$ cat src/verilog/instr_decode_pkg.sv
// Constants shared by the instruction word decoder and its opcode table.
package instr_decode_pkg;
  localparam int IW_WIDTH      = 24;
  localparam int OPC_WIDTH     = 8;
  localparam int OPC_LSB       = 16;
  localparam int OPC_MSB       = 23;
  localparam int WORKING_REG_ZERO_SEL_W    = 4;
  localparam int FILE_ADDR_W   = 13;
  localparam int LIT_W         = 16;
  localparam int BIT_SEL_W     = 4;
  localparam int DBL_WORD_W    = 48;
  localparam int EXTRA_W       = 2;
  localparam int TBL_DEPTH     = 256;

  // Operand field positions inside the low sixteen bits.
  localparam int BASE_LSB      = 15;
  localparam int DEST_LSB      = 7;
  localparam int SRC_LSB       = 0;
  localparam int DEST_SEL_BIT  = 13;
  localparam int BITLIT_LSB    = 12;
  localparam int BIT_IND_BIT   = 11;
  localparam int SAME_DST_BIT  = 6;
  localparam int LIT_LSB       = 4;

  // Opcode classes held in the lookup table.
  localparam logic [3:0] CLS_SIMPLE  = 4'h0;
  localparam logic [3:0] CLS_REGOP   = 4'h1;
  localparam logic [3:0] CLS_FILEOP  = 4'h2;
  localparam logic [3:0] CLS_BITOP   = 4'h3;
  localparam logic [3:0] CLS_LITOP   = 4'h4;
  localparam logic [3:0] CLS_COND    = 4'h5;
  localparam logic [3:0] CLS_SKIP    = 4'h6;
  localparam logic [3:0] CLS_BRANCH  = 4'h7;
  localparam logic [3:0] CLS_INDJMP  = 4'h8;
  localparam logic [3:0] CLS_TABLE   = 4'h9;
  localparam logic [3:0] CLS_RETURN  = 4'ha;
  localparam logic [3:0] CLS_DBLMOV  = 4'hb;
  localparam logic [3:0] CLS_TWOWORD = 4'hc;

  // Opcodes with fixed meaning in this decoder.
  localparam logic [7:0] OPC_NOP      = 8'h00;
  localparam logic [7:0] OPC_JUMP     = 8'h04;
  localparam logic [7:0] OPC_CALL     = 8'h02;
  localparam logic [7:0] OPC_DO       = 8'h08;
  localparam logic [7:0] OPC_BRANCH   = 8'h37;
  localparam logic [7:0] OPC_INDJMP   = 8'h01;
  localparam logic [7:0] OPC_RETURN   = 8'h06;
  localparam logic [7:0] OPC_IRET     = 8'h07;
  localparam logic [7:0] OPC_TBLRD    = 8'hba;
  localparam logic [7:0] OPC_TBLWR    = 8'hbb;
  localparam logic [7:0] OPC_DBLMOV   = 8'hbe;
  localparam logic [7:0] OPC_SKIP_LO  = 8'he6;
  localparam logic [7:0] OPC_SKIP_HI  = 8'he7;
  localparam logic [7:0] OPC_COND_LO  = 8'h30;
  localparam logic [7:0] OPC_COND_HI  = 8'h3f;
  localparam logic [7:0] OPC_BIT_LO   = 8'ha0;
  localparam logic [7:0] OPC_BIT_HI   = 8'haf;
  localparam logic [7:0] OPC_FILE_LO  = 8'hec;
  localparam logic [7:0] OPC_FILE_HI  = 8'hef;
  localparam logic [7:0] OPC_LIT_LO   = 8'hb0;
  localparam logic [7:0] OPC_LIT_HI   = 8'hb3;

  // Extra cycle counts beyond the first.
  localparam logic [1:0] EXTRA_NONE  = 2'h0;
  localparam logic [1:0] EXTRA_ONE   = 2'h1;
  localparam logic [1:0] EXTRA_TWO   = 2'h2;
endpackage : instr_decode_pkg

$ cat src/verilog/opcode_class_rom.sv
// Registered opcode-to-class lookup table.
module opcode_class_rom
  import instr_decode_pkg::*;
#(
  parameter int DEPTH = TBL_DEPTH
) (
  // Clock and clock enable.
  input  wire logic       clk,
  input  wire logic       ce,
  // Lookup.
  input  wire logic [7:0] opcode,
  output logic      [3:0] cls_ff
);
  logic [3:0] table_q [DEPTH];

  function automatic logic [3:0] classify(input logic [7:0] o);
    logic [3:0] c;
    c = CLS_REGOP;
    if (o == OPC_JUMP || o == OPC_CALL || o == OPC_DO) c = CLS_TWOWORD;
    else if (o == OPC_BRANCH) c = CLS_BRANCH;
    else if (o == OPC_INDJMP) c = CLS_INDJMP;
    else if (o == OPC_RETURN || o == OPC_IRET) c = CLS_RETURN;
    else if (o == OPC_TBLRD || o == OPC_TBLWR) c = CLS_TABLE;
    else if (o == OPC_DBLMOV) c = CLS_DBLMOV;
    else if (o == OPC_SKIP_LO || o == OPC_SKIP_HI) c = CLS_SKIP;
    else if (o >= OPC_COND_LO && o <= OPC_COND_HI) c = CLS_COND;
    else if (o >= OPC_BIT_LO && o <= OPC_BIT_HI) c = CLS_BITOP;
    else if (o >= OPC_FILE_LO && o <= OPC_FILE_HI) c = CLS_FILEOP;
    else if (o >= OPC_LIT_LO && o <= OPC_LIT_HI) c = CLS_LITOP;
    else if (o == OPC_NOP) c = CLS_SIMPLE;
    return c;
  endfunction : classify

  // The table is fixed at elaboration so the read is a plain registered lookup.
  for (genvar i = 0; i < DEPTH; i++) begin : g_tbl
    assign table_q[i] = classify(8'(i));
  end

  always_ff @(posedge clk) begin
    if (ce) begin
      cls_ff <= table_q[opcode];
    end
  end
endmodule : opcode_class_rom

$ cat src/verilog/instr_word_decode_timing.sv
// Instruction word decoder with operand selection and cycle timing.
module instr_word_decode_timing
  import instr_decode_pkg::*;
#(
  parameter int WORD_W = IW_WIDTH
) (
  // Clock and control.
  input  wire logic                   MCLK,
  input  wire logic                   RST,
  input  wire logic                   CE,
  // Fetch side.
  input  wire logic [WORD_W-1:0]      FETCH_WORD,
  input  wire logic                   FETCH_VALID,
  output logic                        FETCH_HOLD,
  // Execute side status.
  input  wire logic                   COND_TRUE,
  input  wire logic                   PC_CHANGED,
  input  wire logic                   SKIP_TAKEN,
  input  wire logic                   LONG_PATH,
  // Decoded instruction.
  output logic                        ISSUE_VALID,
  output logic [OPC_WIDTH-1:0]        OPCODE,
  output logic [3:0]                  INSTR_CLASS,
  output logic [DBL_WORD_W-1:0]       FULL_WORD,
  output logic                        EXEC_NOP,
  output logic [WORKING_REG_ZERO_SEL_W-1:0]       BASE_SRC_REG,
  output logic [WORKING_REG_ZERO_SEL_W-1:0]       SECOND_SRC_REG,
  output logic [WORKING_REG_ZERO_SEL_W-1:0]       DEST_REG,
  output logic [FILE_ADDR_W-1:0]      FILE_ADDR,
  output logic                        DEST_WORKING_REG_ZERO,
  output logic [BIT_SEL_W-1:0]        BIT_SEL,
  output logic                        BIT_FROM_BASE,
  output logic [LIT_W-1:0]            LITERAL,
  output logic                        DEST_IS_BASE,
  output logic [1:0]                  CYCLE_COUNT
);
  typedef enum logic [3:0] {
    ST_DECODE = 4'h1,
    ST_SECOND = 4'h2,
    ST_CLASS  = 4'h4,
    ST_STALL  = 4'h8
  } state_e;

  state_e             state_ff;
  logic [1:0]         stall_ff;
  logic [WORD_W-1:0]  word_ff;
  logic [WORD_W-1:0]  second_ff;
  logic               skip_next_ff;
  logic [3:0]         cls;
  logic [7:0]         opc;
  logic               two_word;
  logic [1:0]         nxt_extra;
  logic [1:0]         nxt_stall;

  assign opc = FETCH_WORD[OPC_MSB:OPC_LSB];

  // A skipped word reports the skip penalty and holds fetch for exactly that.
  assign nxt_stall = skip_next_ff ? EXTRA_ONE : nxt_extra;

  opcode_class_rom #(
    .DEPTH (TBL_DEPTH)
  ) u_rom (
    .clk    (MCLK),
    .ce     (CE),
    // The lookup starts on the take edge, so the class is ready to classify.
    .opcode (opc),
    .cls_ff (cls)
  );

  assign two_word = (cls == CLS_TWOWORD);

  // The skip penalty depends on the word after the skip, known one word late.
  always_comb begin
    nxt_extra = EXTRA_NONE;
    unique case (cls)
      CLS_COND: nxt_extra = (COND_TRUE || PC_CHANGED) ? EXTRA_ONE
                                                     : EXTRA_NONE;
      CLS_BRANCH, CLS_INDJMP, CLS_TABLE, CLS_RETURN:
        nxt_extra = LONG_PATH ? EXTRA_TWO : EXTRA_ONE;
      CLS_DBLMOV: nxt_extra = EXTRA_ONE;
      CLS_TWOWORD: nxt_extra = EXTRA_NONE;
      CLS_SKIP: nxt_extra = EXTRA_NONE;
      default: nxt_extra = PC_CHANGED ? EXTRA_ONE : EXTRA_NONE;
    endcase
  end

  // Sequencer: capture, classify, gather second word, then stall.
  always_ff @(posedge MCLK) begin
    if (RST) begin
      state_ff     <= ST_DECODE;
      stall_ff     <= 2'h0;
      word_ff      <= '0;
      second_ff    <= '0;
      skip_next_ff <= 1'b0;
      FETCH_HOLD   <= 1'b0;
      ISSUE_VALID  <= 1'b0;
      CYCLE_COUNT  <= 2'h0;
      EXEC_NOP     <= 1'b0;
    end else if (CE) begin
      ISSUE_VALID <= 1'b0;
      unique case (state_ff)
        ST_DECODE: begin
          if (FETCH_VALID) begin
            word_ff    <= FETCH_WORD;
            FETCH_HOLD <= 1'b1;
            state_ff   <= ST_CLASS;
          end
        end
        ST_CLASS: begin
          if (two_word) begin
            FETCH_HOLD <= 1'b0;
            state_ff   <= ST_SECOND;
          end else begin
            // Second word alone: upper byte zero decodes as no-operation.
            EXEC_NOP    <= skip_next_ff ||
                           (word_ff[OPC_MSB:OPC_LSB] == OPC_NOP);
            ISSUE_VALID <= 1'b1;
            skip_next_ff <= (cls == CLS_SKIP) && SKIP_TAKEN;
            CYCLE_COUNT <= nxt_stall;
            stall_ff    <= nxt_stall;
            FETCH_HOLD  <= (nxt_stall != EXTRA_NONE);
            state_ff    <= (nxt_stall != EXTRA_NONE) ? ST_STALL : ST_DECODE;
          end
        end
        ST_SECOND: begin
          if (FETCH_VALID) begin
            second_ff   <= FETCH_WORD;
            ISSUE_VALID <= 1'b1;
            EXEC_NOP    <= skip_next_ff;
            skip_next_ff <= 1'b0;
            CYCLE_COUNT <= skip_next_ff ? EXTRA_TWO : EXTRA_ONE;
            stall_ff    <= skip_next_ff ? EXTRA_TWO : EXTRA_ONE;
            FETCH_HOLD  <= 1'b1;
            state_ff    <= ST_STALL;
          end
        end
        ST_STALL: begin
          if (stall_ff == EXTRA_ONE) begin
            FETCH_HOLD <= 1'b0;
            state_ff   <= ST_DECODE;
          end
          stall_ff <= stall_ff - 2'h1;
        end
        default: state_ff <= ST_DECODE;
      endcase
    end
  end

  // Operand fields registered with the instruction word.
  always_ff @(posedge MCLK) begin
    if (RST) begin
      OPCODE                <= '0;
      INSTR_CLASS           <= CLS_SIMPLE;
      FULL_WORD             <= '0;
      BASE_SRC_REG          <= '0;
      SECOND_SRC_REG        <= '0;
      DEST_REG              <= '0;
      FILE_ADDR             <= '0;
      DEST_WORKING_REG_ZERO <= 1'b0;
      BIT_SEL               <= '0;
      BIT_FROM_BASE         <= 1'b0;
      LITERAL               <= '0;
      DEST_IS_BASE          <= 1'b0;
    end else if (CE && state_ff == ST_CLASS) begin
      OPCODE         <= word_ff[OPC_MSB:OPC_LSB];
      INSTR_CLASS    <= cls;
      FULL_WORD      <= {word_ff, {WORD_W{1'b0}}};
      BASE_SRC_REG   <= word_ff[BASE_LSB -: WORKING_REG_ZERO_SEL_W];
      SECOND_SRC_REG <= word_ff[SRC_LSB +: WORKING_REG_ZERO_SEL_W];
      DEST_REG       <= word_ff[DEST_LSB +: WORKING_REG_ZERO_SEL_W];
      FILE_ADDR      <= word_ff[FILE_ADDR_W-1:0];
      DEST_WORKING_REG_ZERO <= (cls == CLS_FILEOP) &&
                               word_ff[DEST_SEL_BIT];
      BIT_FROM_BASE  <= word_ff[BIT_IND_BIT];
      BIT_SEL        <= word_ff[BITLIT_LSB +: BIT_SEL_W];
      LITERAL        <= (cls == CLS_LITOP) ?
                        {4'h0, word_ff[LIT_LSB +: 12]} :
                        word_ff[LIT_W-1:0];
      DEST_IS_BASE   <= (cls == CLS_LITOP) &&
                        word_ff[SAME_DST_BIT];
    end else if (CE && state_ff == ST_SECOND && FETCH_VALID) begin
      FULL_WORD <= {word_ff, FETCH_WORD};
    end
  end
endmodule : instr_word_decode_timing

$ cat config.mk
export PLATFORM = sky130hd
export DESIGN_NAME = instr_word_decode_timing
export DESIGN_NICKNAME = d
export VERILOG_FILES = /design/src/verilog/instr_decode_pkg.sv /design/src/verilog/opcode_class_rom.sv /design/src/verilog/instr_word_decode_timing.sv
export SDC_FILE = /design/constraint.sdc
export NUM_CORES = 1
export LEC_CHECK = 0
export BUFFER_PORTS_ARGS = -buffer_cell sky130_fd_sc_hd__buf_4
export CORE_ASPECT_RATIO = 2
export CORE_MARGIN = 3
export CORE_UTILIZATION = 55
export CTS_BUF_LIST = sky130_fd_sc_hd__clkbuf_8
export DETAILED_ROUTE_END_ITERATION = 6
export PLACE_DENSITY = 0.89
export SYNTH_ARGS = -nofsm -noshare
export SYNTH_HDL_FRONTEND = slang
export SYNTH_SLANG_ARGS = --single-unit
$ cat constraint.sdc
create_clock -name MCLK -period 3.2 [get_ports MCLK]
set_input_delay 0.32 -clock MCLK [delete_from_list [all_inputs] [get_ports MCLK]]
set_output_delay 0.32 -clock MCLK [all_outputs]
set_load 0.03 [all_outputs]
### Word-level counts from Yosys, hierarchy flattened

Memory sizes are Yosys's and may differ from the RTL's. A register that Yosys moved wholly into a read port is not among the register bits.
Cells that the tools add are included.

* flip-flop bits (word level): 140
* bits in latches: 0
* memory bits (writable): 0
* memory bits (read-only): 1024
* input bits: 32
* output and inout port bits: 113
* memories: 1

Memory list
* (name not given): words 256, bits a word 4, rd ports 1, clocked after Yosys merged registers in 1, write ports 0, RTL line opcode_class_rom.sv:41 `cls_ff <= table_q[opcode];`

* add/subtract/negate cells: 1
* $mul: 0
* divide/modulo/power cells: 0
* magnitude comparators: 0
* equal/unequal tests: 20
* shift-type cells: 0
* multiplexer cells: 32
* bitwise gates (word level): 1
* reduce and logical (&&, ||, !) cells: 23

Operators with widths (count)
* 2-to-1 mux 48 bit: 2
* equality test 4 bit (second input constant): 6
* equality test 4 x 3 -> 1 bit (second input constant): 5
* 2-to-1 mux 4 bit: 5
* 2-to-1 mux 16 bit: 1
* case mux 4 bit (4 select lines): 1
* AND reduction 4 bit: 4
* 2-to-1 mux 1 bit: 11
* 2-to-1 mux 2 bit: 5
* NOT 8 -> 9 bit: 1
* equality test 4 x 2 -> 1 bit (second input constant): 2
* zero test 8 bit: 1
* inequality test 2 bit (second input constant): 4
* case mux 2 bit (4 select lines): 1
* logical AND 1 bit: 6
* case mux 1 bit (2 select lines): 3
* case mux 2 bit (3 select lines): 1
* nonzero test 2 bit: 3
* nonzero test 3 bit: 2
* OR reduction 2 bit: 3
* equality test 4 x 1 -> 1 bit (second input constant): 1
* case mux 2 bit (2 select lines): 1
* OR reduction 4 bit: 1
* case mux 1 bit (3 select lines): 1
* other kinds (5): 6

### Logic depth before layout (Yosys ltp)

Gate-level depths: netlist of the first run.

* depth after elaboration: 8
* depth in mapped cells: 7

### Cells and area by module

A second synthesis of the first run with hierarchy kept.

* cell total of the unflattened synthesis: 680
* area, all modules: 5672.9 um^2

By module, submodules not included
* instr_word_decode_timing: times used 1, cells each 635, area each 5242.5 um^2, sequential area each 2602.5 um^2
* opcode_class_rom: times used 1, cells each 45, area each 430.4 um^2, sequential area each 120.1 um^2

### Worst setup path before layout of the first run

Ideal clock, no wire load.

* path kind: register -> register
* start: reg u_rom.cls_ff[2]
* end: reg stall_ff[0]
* arrival: 1482 ps
* slack: 1585 ps
* stages on the path, launching flop included: 7
* period minus slack after synthesis: 1615 ps
* cells stage by stage: edfxtp_1 > buf_2 > nor4bb_1 > a221oi_1 > o211ai_1 > a221oi_1 > nor3_1

* word-level cells in the longest chain between the ends: 6
* elaborated cells on any way between the ends: 16

RTL lines
* start: declaration: RTL line opcode_class_rom.sv:12 `output logic [3:0] cls_ff`
* equality test 4 x 3 -> 1 bit, or another cell as far along: RTL line instr_word_decode_timing.sv:75 `unique case (cls)`
* OR reduction 4 bit or OR reduction 2 bit (tied branches)
* case mux 2 bit (4 select lines): RTL line instr_word_decode_timing.sv:75
* 2-to-1 mux 2 bit: RTL line instr_word_decode_timing.sv:58 `assign nxt_stall = skip_next_ff ? EXTRA_ONE : nxt_extra;`
* 2-to-1 mux 2 bit: RTL line instr_word_decode_timing.sv:110 `if (two_word) begin`
* case mux 2 bit (3 select lines): RTL line instr_word_decode_timing.sv:101 `unique case (state_ff)`
* end signal: assignment: RTL line instr_word_decode_timing.sv:120 `stall_ff <= nxt_stall;`
* end signal: assignment: RTL line instr_word_decode_timing.sv:132 `stall_ff <= skip_next_ff ? EXTRA_TWO : EXTRA_ONE;`
* end signal: assignment: RTL line instr_word_decode_timing.sv:142 `stall_ff <= stall_ff - 2'h1;`
* end: declaration: RTL line instr_word_decode_timing.sv:45 `logic [1:0] stall_ff;`

Several ways; a longest one is shown, not always the timed one. The select of a mux whose other input is x is not followed.
A chain may end at the register's enable or synchronous reset.

### Worst setup path in the final report of the first run

* start: reg state_ff[1]
* end: reg FULL_WORD[6]

* word-level cells in the longest chain between the ends: 3
* elaborated cells on any way between the ends: 6

RTL lines
* start: declaration: RTL line instr_word_decode_timing.sv:44 `state_e state_ff;`
* start signal: assignment: RTL line instr_word_decode_timing.sv:122 `state_ff <= (nxt_stall != EXTRA_NONE) ? ST_STALL : ST_DECODE;`
* equality test 4 x 3 -> 1 bit or equality test 4 x 2 -> 1 bit (tied branches): RTL line instr_word_decode_timing.sv:164, instr_word_decode_timing.sv:181
* logical AND 1 bit (on tied branches): RTL line instr_word_decode_timing.sv:164, instr_word_decode_timing.sv:181
* OR reduction 2 bit (no line) or logical AND 1 bit (tied branches)
* end signal: assignment: RTL line instr_word_decode_timing.sv:167 `FULL_WORD <= {word_ff, {WORD_W{1'b0}}};`
* end signal: assignment: RTL line instr_word_decode_timing.sv:182 `FULL_WORD <= {word_ff, FETCH_WORD};`
* end: declaration: RTL line instr_word_decode_timing.sv:24 `output logic [DBL_WORD_W-1:0] FULL_WORD,`

Several ways; a longest one is shown, not always the timed one.

==> flow_metrics.py, run 1 <==
metrics = {
    "run_status": {
        "status": "finished clean",
    },
    "clock_network": {
        "numCtsBuffers": 17,
        "htreeDepth": 4,
        "clk_pin_slew_ps": 70,
        "clock_latency_ps": 440,
        "post_cts_buffers": 0,
        "cts_buffer_depth": 2,
        "postCtsHoldBufs": 0,
        "cts_tree": "built",
        "cts-root-buf": "clkbuf_8",
        "cts.sinks": 134,
        "cts_resized": 0,
    },
    "drt": {
        "drt-total-wl_mm": 15.89,
        "vias": 5458,
        "wl_per_cell_um": 16.59,
        "dr.first_iter.drc_count": 522,
        "vias_per_cell": 5.697,
        "drt_first_pass_iters": 6,
        "drc": 0,
        "postRouteAntennaNets": 0,
    },
    "layout": {
        "final_cell_count_no_fill": 958,
        "final_cell_mix": "nand2_1, buf_4, dfxtp_1",
        "diodes": 0,
        "final_common_cell": "nand2_1",
        "finalNetCount": 850,
        "final_layout_size_suffix_gt1_share_pct": 23.00,
        "final_area_um2": 7012,
        "nFillCells": 787,
        "postLayoutCoreUtil_pct": 70.89,
        "area_growth_pct": 23.87,
    },
    "power_and_ir_drop": {
        "internal-power_mw": 2.736,
        "seqPwrFrac_pct": 49.2,
        "cellLeakagePower_nw": 2.729,
        "peakVddDrop_v": 0.0004210,
        "switchingPower_mw": 0.8272,
        "p_clk_share_pct": 44.2,
        "finalPower_mw": 3.564,
        "comb_power_share_pct": 6.6,
        "netSwitchingFraction_pct": 23.21,
        "pwr_density_cell_nw_per_um2": 508.2,
    },
    "sta": {
        "worst_slack_ps": 822.1,
        "worstMarginPinSlew_ps": 959.6,
        "holdWs_ps": 137.4,
        "slew_headroom_pct": 36.02,
        "fmax_mhz": 420.5,
        "period_share_pct": 74.31,
        "fin_tns_setup_ps": 0,
        "setup_viol": 0,
        "hold_viol": 0,
        "clock_skew_ps": 10.72,
        "slew_violations": 0,
        "post-route-min-period_ps": 2378,
        "rsz0062_at_grt": "false",
    },
    "critical_path": {
        "worst_r2r_path_depth": 4,
        "reg2reg_slack_ps": 820,
        "reg2reg_to": "FULL_WORD[6]",
        "worstSetupPathType": "flop to flop",
        "startpoint": "state_ff[1]",
        "crit_chain": "nor4b_4, and3_1, nand2_1, a21oi_1",
        "cp_max_fo": 24,
        "slowest_stage": "and3_1",
        "worstSetupEndpoint": "FULL_WORD[6]",
        "crit_path_start_kind": "flop",
        "critPathMaxStageDelay_ps": 800,
        "reg2reg_from": "state_ff[1]",
        "arrival_ps": 2730,
        "worstPathRequired_ps": 3550,
        "crit_path_end_kind": "flop",
    },
    "place": {
        "dp_slack_ps": 857.1,
        "placed_area_um2": 6558,
        "portBuffers": 144,
        "dpl.hpwl_mm": 11.43,
        "place_inst": 926,
        "gp_congestion": 0.9401,
    },
    "synth": {
        "synth_cell_type_count": 55,
        "ys_ff_latch": 134,
        "synth_cells": 712,
        "syn_avg_cell_area_um2": 7.950,
        "synth_edf_count": 4,
        "synthFlopType": "dfxtp_1",
        "ys_seq_area_share_pct": 48.10,
        "async_reset_ff_share_pct": 0,
        "syn_nets": 749,
        "syn-cell-area_um2": 5660,
        "ys.warnings.count": 0,
    },
    "floorplanning": {
        "fp.dieH_um": 149.5,
        "io-pin-count": 145,
        "dieArea_um2": 11620,
        "fp.coreArea_um2": 9891,
        "rows": 51,
        "initial_utilization_pct": 57.23,
        "die_w_um": 77.74,
    },
    "global_route": {
        "overflow": 0,
        "grt_pass1_wl_mm": 25.18,
        "track_usage_pct": 27.33,
        "grt_pass1_vias": 5221,
        "antenna_found_initial": 0,
        "grt_max_degree": 62,
    },
    "run": {
        "drv_cap": 0,
    },
    "worst_hold_path": {
        "hold_path.class": "input port to flop",
    },
}
-- power by group through the flow --
stage | Combinational (mW) | Clock, mW | Sequential, mW
floorplan | 0.167 | 0 | 1.77
global placement | 0.225 | 0 | 1.79
detailed placement | 0.230 | 0 | 1.79
CTS | 0.233 | 1.59 | 1.75
global route | 0.260 | 1.66 | 1.76
finish | 0.235 | 1.58 | 1.75
-- state kept, by name, summed over array words and instances, names as in the netlist, 2 cells and up --
| name | flops |
|---|---|
| INSTR_CLASS | 4 |
| DEST_REG | 3 |
| state_ff | 4 |
| LITERAL | 16 |
| FULL_WORD | 48 |
| u_rom.cls_ff | 4 |
| stall_ff | 2 |
| OPCODE | 8 |
| SECOND_SRC_REG | 3 |
| BIT_SEL | 4 |
| word_ff | 24 |
| CYCLE_COUNT | 2 |
| FILE_ADDR | 6 |
-- worst min path at each step --
stage                       start               to  cells past startpoint
floorplan                      CE  u_rom.cls_ff[0]                      0
finish              FETCH_WORD[0]       word_ff[0]                      3
CTS                 FETCH_WORD[7]     FULL_WORD[7]                      3
global placement         EXEC_NOP         EXEC_NOP                      2
detailed placement  FULL_WORD[41]    FULL_WORD[41]                      2
global route        FETCH_WORD[0]     FULL_WORD[0]                      3
-- cell type report --
class                           count  area [µm²]  area share (%)
Clock inverter                     10       151.4           2.159
Tap cell                          132       165.2           2.355
Timing Repair Buffer              149        1119           15.95
Clock buffer                       22       302.8           4.318
Multi-Input combinational cell    500        2510           35.80
Sequential cell                   134        2723           38.83
Inverter                           11       41.29          0.5889
-- layer usage --
metal / GRT usage, % / up-vias / part of all wire, %
met5: 0 / - / 0
met4: 16.84 / 0 / 5.6
met3: 7.108 / 77 / 7.5
met2: 46.95 / 288 / 53
met1: 29.53 / 2522 / 34
li1: - / 2571 / -
-- cell families after synthesis --
| logic type | count (synthesis) | share of synthesized area, % |
|---|---|---|
| simple gates | 316 | 24.03 |
| compound gates | 174 | 18.26 |
| buf+inv | 78 | 7.648 |
| mux | 3 | 0.5526 |
| flops | 134 | 48.10 |
| xor+xnor | 2 | 0.3095 |
| fa+ha+maj | 5 | 1.105 |
-- cells in the mapped netlist (3+ instances only) --
cell type	instances	share of area [%]
inv_1	11	0.73
buf_6	6	1.2
a221oi_1	4	0.62
edfxtp_1	4	2.1
nor3_1	4	0.35
dfxtp_1	130	46
nor2b_1	7	0.77
nand3_1	11	0.97
or4_1	3	0.40
nand2_1	244	16
ha_1	5	1.1
a21oi_1	122	11
buf_4	20	2.7
o21ai_0	11	0.97
buf_2	16	1.4
and2_1	4	0.44
clkbuf_1	25	1.7
a311oi_1	10	1.5
nor2_1	26	1.7
nand4_1	3	0.33
-- critical path, delay by kind of cell (launching register included) --
family           cells  cell delay [ps]
AO/OA/AOI/OAI        1              180
AND/OR/NAND/NOR      3             1520
flip-flops           1              580
Note: power is estimated with default switching activity, not from simulation.
==> run 2: changes to the inputs <==
CORE_UTILIZATION = 49   (was 55)
PLACE_DENSITY = 0.85   (was 0.89)
clock period = 2 ns   (was 3.2 ns; I/O delays follow)
==> run 2 against run 1 <==
Power up 51%. Clock skew decreased by 1.0 ps. Hold slack got worse by 100 ps. Final area is 1.2% higher. Critical endpoint is now word_ff[13]. First-iteration DRC count is 17% lower. Worst setup slack worse by 680 ps. Non-clock buffer count up 11. Flip-flop and latch count unchanged. Highest routed layer unchanged.
==> flow_metrics.py, run 2 (synthesized netlist as in run 1, its figures left out) <==
metrics = {
    "clock_network": {
        "numCtsBuffers": 17,
        "cts_resized": 0,
        "postCtsHoldBufs": 0,
        "cts.sinks": 134,
        "cts_tree": "built",
        "clock_latency_ps": 430,
        "cts_buffer_depth": 2,
        "post_cts_buffers": 0,
        "htreeDepth": 4,
        "clk_pin_slew_ps": 80,
        "cts-root-buf": "clkbuf_8",
    },
    "drt": {
        "postRouteAntennaNets": 0,
        "drc": 0,
        "drt_first_pass_iters": 5,
        "dr.first_iter.drc_count": 432,
        "vias_per_cell": 5.482,
        "wl_per_cell_um": 16.46,
        "drt-total-wl_mm": 16.08,
        "vias": 5356,
    },
    "place": {
        "dpl.hpwl_mm": 11.71,
        "portBuffers": 144,
        "dp_slack_ps": 128.1,
        "placed_area_um2": 6696,
        "place_inst": 945,
        "gp_congestion": 0.9052,
    },
    "floorplanning": {
        "dieArea_um2": 12960,
        "die_w_um": 82,
        "initial_utilization_pct": 51.08,
        "fp.coreArea_um2": 11080,
        "fp.dieH_um": 158,
        "io-pin-count": 145,
        "rows": 54,
    },
    "power_and_ir_drop": {
        "comb_power_share_pct": 7.5,
        "p_clk_share_pct": 40.1,
        "netSwitchingFraction_pct": 25.23,
        "finalPower_mw": 5.363,
        "peakVddDrop_v": 0.0004628,
        "internal-power_mw": 4.010,
        "cellLeakagePower_nw": 2.758,
        "switchingPower_mw": 1.353,
        "seqPwrFrac_pct": 52.4,
        "pwr_density_cell_nw_per_um2": 756.0,
    },
    "global_route": {
        "busiest_layer": "met2",
        "antenna_found_initial": 0,
        "grt_pass1_vias": 5007,
        "grt_pass1_wl_mm": 24.87,
        "grtUsageMet3_pct": 4.271,
        "grtUsageMet2_pct": 45.97,
        "met1_usage_pct": 25.62,
        "overflow": 0,
        "track_usage_pct": 25.34,
        "grt_max_degree": 104,
    },
    "layout": {
        "final_cell_mix": "nand2_1, buf_4, dfxtp_1",
        "final_common_cell": "nand2_1",
        "largest_register_ffs": 48,
        "final_layout_size_suffix_gt1_share_pct": 24.61,
        "final_cell_count_no_fill": 977,
        "final_area_um2": 7094,
        "area_growth_pct": 25.33,
        "finalNetCount": 861,
        "diodes": 0,
        "reg_top3": "FULL_WORD x48, word_ff x24, LITERAL x16",
        "max_flop_register": "FULL_WORD",
        "nFillCells": 983,
    },
    "critical_path": {
        "crit_path_start_kind": "flop",
        "worstPathRequired_ps": 2350,
        "arrival_ps": 2210,
        "worstSetupPathType": "flop to flop",
        "cp_max_fo": 25,
        "crit_path_end_kind": "flop",
    },
    "sta": {
        "slew_headroom_pct": 69.14,
        "setup_viol": 0,
        "worst_slack_ps": 145.7,
        "post-route-min-period_ps": 1854,
        "slew_violations": 0,
        "rsz0062_at_grt": "false",
        "clock_skew_ps": 9.686,
        "worstMarginPinSlew_ps": 462.3,
        "fmax_mhz": 539.3,
        "hold_viol": 0,
        "fin_tns_setup_ps": 0,
        "period_share_pct": 92.71,
    },
    "run_status": {
        "status": "finished clean",
    },
    "run": {
        "drv_cap": 0,
    },
    "worst_hold_path": {
        "hold_path.class": "input port to flop",
    },
}
run 2: cell count changes in the layout (fill, tap and decap cells not counted), sizes merged:
cell / change
buf: +11
clkinv: +8
clkinvlp: +1
inv: -3
bufinv: -2
clkbuf: -4
run 2: power by group through the flow:
stage                     Combinational (mW)  Clock (mW)  Sequential (mW)
after floorplan                        0.267           0             2.82
after global placement                 0.391           0             2.86
after detailed placement               0.394           0             2.87
after CTS                              0.397        2.20             2.81
after global routing                   0.439        2.31             2.81
final                                  0.402        2.15             2.81
run 2: final timing paths:
| check | to | startpoint | cells after the start | slack, ps |
|---|---|---|---|---|
| worst max register to register | word_ff[13] | state_ff[0] | 5 | 150 |
| worst max-delay path | word_ff[13] | state_ff[0] | 5 | 150 |
| worst min-delay path | FULL_WORD[11] | FETCH_WORD[11] | 3 | 30 |
| worst min register to register | LITERAL[14] | LITERAL[14] | 2 | 450 |
run 2: through the flow:
step                      util [%]  hold slack (ps)
after floorplan                  -            312.5
after global placement       60.43            438.9
after detailed placement     60.43            445.2
after CTS                    63.89            5.350
after global routing         64.02            21.48
final                        64.02            32.48
run 2: final cells by class:
type	instances	area, µm²	area share [%]
clock buffer	18	247.7	3.492
clock inverter	14	135.1	1.905
inverter	11	41.29	0.5820
multi-input combinational	500	2519	35.50
sequential	134	2725	38.41
tap	140	175.2	2.469
timing repair buffer	160	1251	17.64
run 2: metal layers:
layer / up-vias / wire length, µm
met5: - / 0
met4: 0 / 1027
met3: 63 / 941
met2: 244 / 8827
met1: 2448 / 5286
li1: 2601 / -
run 2: critical path, stage by stage (launching register included):
cell and delay [ps]:
dfxtp_1 610, nor4b_2 420, and3_1 340, buf_12 200, nand2_1 80, a21oi_1 130
==> run 3: changes to the inputs <==
GPL_ROUTABILITY_DRIVEN = 0   (was not set)
SETUP_SLACK_MARGIN = 0.4   (was not set)
==> run 3 against run 2 <==
Combinational power is 27% higher. The run now ends with design-rule violations left. Clock power is 11% lower. Sequential power barely moved. Utilization is 4.6 points higher. Die area unchanged. Non-clock buffer count is 33 higher. First-iteration DRC count is 31% higher. Largest cell class unchanged. Via count up 8.2%.
==> flow_metrics.py, run 3 (synthesized netlist as in run 1, its figures left out) <==
metrics = {
    "power_and_ir_drop": {
        "cellLeakagePower_nw": 3.105,
        "pwr_density_cell_nw_per_um2": 688.6,
        "finalPower_mw": 5.234,
        "peakVddDrop_v": 0.0004818,
    },
    "drt": {
        "postRouteAntennaNets": 0,
        "dr.first_iter.drc_count": 566,
        "vias_per_cell": 5.744,
        "vias": 5796,
        "wl_per_cell_um": 18.23,
        "drt-total-wl_mm": 18.39,
        "drt_first_pass_iters": 7,
        "drc": 2,
    },
    "sta": {
        "fmax_mhz": 571.5,
        "slew_violations": 0,
        "fin_tns_setup_ps": 0,
        "rsz0062_at_grt": "true",
        "holdWs_ps": 22.12,
        "worst_slack_ps": 250.3,
        "slew_headroom_pct": 67.34,
        "worstMarginPinSlew_ps": 485.7,
        "post-route-min-period_ps": 1750,
        "hold_viol": 0,
        "setup_viol": 0,
        "clock_skew_ps": 10.10,
        "period_share_pct": 87.49,
    },
    "global_route": {
        "grt_pass1_vias": 5139,
        "busiest_layer": "met2",
        "track_usage_pct": 26.24,
        "overflow": 0,
        "grtUsageMet3_pct": 5.011,
        "antenna_found_initial": 0,
        "grt_pass1_wl_mm": 25.62,
        "grtUsageMet2_pct": 45.81,
        "met1_usage_pct": 26.74,
        "grt_max_degree": 79,
    },
    "layout": {
        "largest_register_ffs": 48,
        "regArea_um2": 2735,
        "final_common_cell": "nand2_1",
        "final_layout_size_suffix_gt1_share_pct": 30.38,
        "area_growth_pct": 34.28,
        "max_flop_register": "FULL_WORD",
        "final_cell_mix": "nand2_1, buf_4, dfxtp_1",
        "finalNetCount": 894,
        "reg_top3": "FULL_WORD x48, word_ff x24, LITERAL x16",
        "multiInputGateArea_um2": 2690,
        "diodes": 0,
        "nFillCells": 887,
    },
    "critical_path": {
        "path_delay_family": "buffers and inverters",
        "startpoint": "state_ff[0]",
        "arrival_ps": 2120,
        "crit_path_start_kind": "flop",
        "crit_path_end_kind": "flop",
        "critPathMaxStageDelay_ps": 390,
        "crit_chain": "buf_12, nor4b_4, buf_4, o21a_4, clkbuf_16, nand2_2, a21oi_1",
        "path_buf_inv": 3,
        "cp_max_fo": 7,
        "slowest_stage": "dfxtp_4",
        "worstSetupPathType": "flop to flop",
        "worstPathRequired_ps": 2370,
        "reg2reg_slack_ps": 250,
        "reg2reg_from": "state_ff[0]",
    },
    "floorplanning": {
        "fp.coreArea_um2": 11080,
        "die_w_um": 82,
        "rows": 54,
        "dieArea_um2": 12960,
        "initial_utilization_pct": 51.08,
        "io-pin-count": 145,
        "fp.dieH_um": 158,
    },
    "clock_network": {
        "cts_buffer_depth": 2,
        "cts-root-buf": "clkbuf_8",
        "numCtsBuffers": 17,
        "htreeDepth": 4,
        "clock_latency_ps": 440,
        "cts_tree": "built",
        "postCtsHoldBufs": 0,
        "clk_pin_slew_ps": 70,
        "cts.sinks": 134,
    },
    "place": {
        "dp_slack_ps": 137.5,
        "dpl.hpwl_mm": 11.70,
        "portBuffers": 144,
    },
    "run_status": {
        "failed_checks": "design-rule violations",
        "status": "complete, but fails checks",
    },
    "run": {
        "drv_cap": 0,
    },
    "worst_hold_path": {
        "min-delay-start": "FETCH_WORD[7]",
        "hold_path.class": "input port to flop",
    },
}
-- run 3: changes by cell type in the layout (fill, tap and decap cells not counted), sizes merged --
cell	delta
bufinv	-2
clkinvlp	-2
clkbuf	+6
inv	+6
clkinv	-6
buf	+29
bufbuf	+1
-- run 3: tightest hold or removal path: cells and delay by family --
family,cells,cell delay (ps)
AND/OR/NAND/NOR,1,50
buffers and inverters,1,120
AO/OA/AOI/OAI,1,50
-- run 3: final timing paths --
| path | endpoint | cells past startpoint |
|---|---|---|
| setup / recovery | FULL_WORD[46] | 7 |
| hold / removal | word_ff[7] | 3 |
| setup reg to reg | FULL_WORD[46] | 7 |
| hold reg to reg | FULL_WORD[30] | 2 |
-- run 3: final cells by class --
cell class                 count  share of cell area (%)
clock buffer                  21                   3.802
clock inverter                10                  0.5597
inverter                      11                  0.5432
multi-input combinational    500                   35.39
sequential                   134                   35.98
tap                          140                   2.305
timing repair buffer         193                   21.42
-- run 3: per-layer routing --
metal / wire length (µm) / vias up
met4: 1423 / 0
met5: 0 / -
met3: 1194 / 96
met2: 9675 / 335
li1: - / 2671
met1: 6097 / 2694
-- run 3: power breakdown --
part           total, mW  internal, mW  switching, mW
clock network       1.92         0.946          0.971
logic              0.511         0.213          0.298
registers           2.81          2.73         0.0805
-- run 3: through the flow --
stage / instance area (µm²) / instances / utilization [%]
2_1_floorplan: 5660 / 712 / -
3_3_place_gp: 6701 / 944 / 60.48
3_5_place_dp: 6701 / 944 / 60.48
4_1_cts: 7278 / 998 / 65.68
5_1_grt: 7601 / 1009 / 68.60
6_report: 7601 / 1009 / 68.60
-- run 3: timing repair --
action / 4_1_cts / 5_1_grt
pin swaps: 10 / 17
cloned: 2 / 4
buffers inserted: 21 / 7
setup endpoints to repair: 128 / 119
resized for setup: 19 / 46
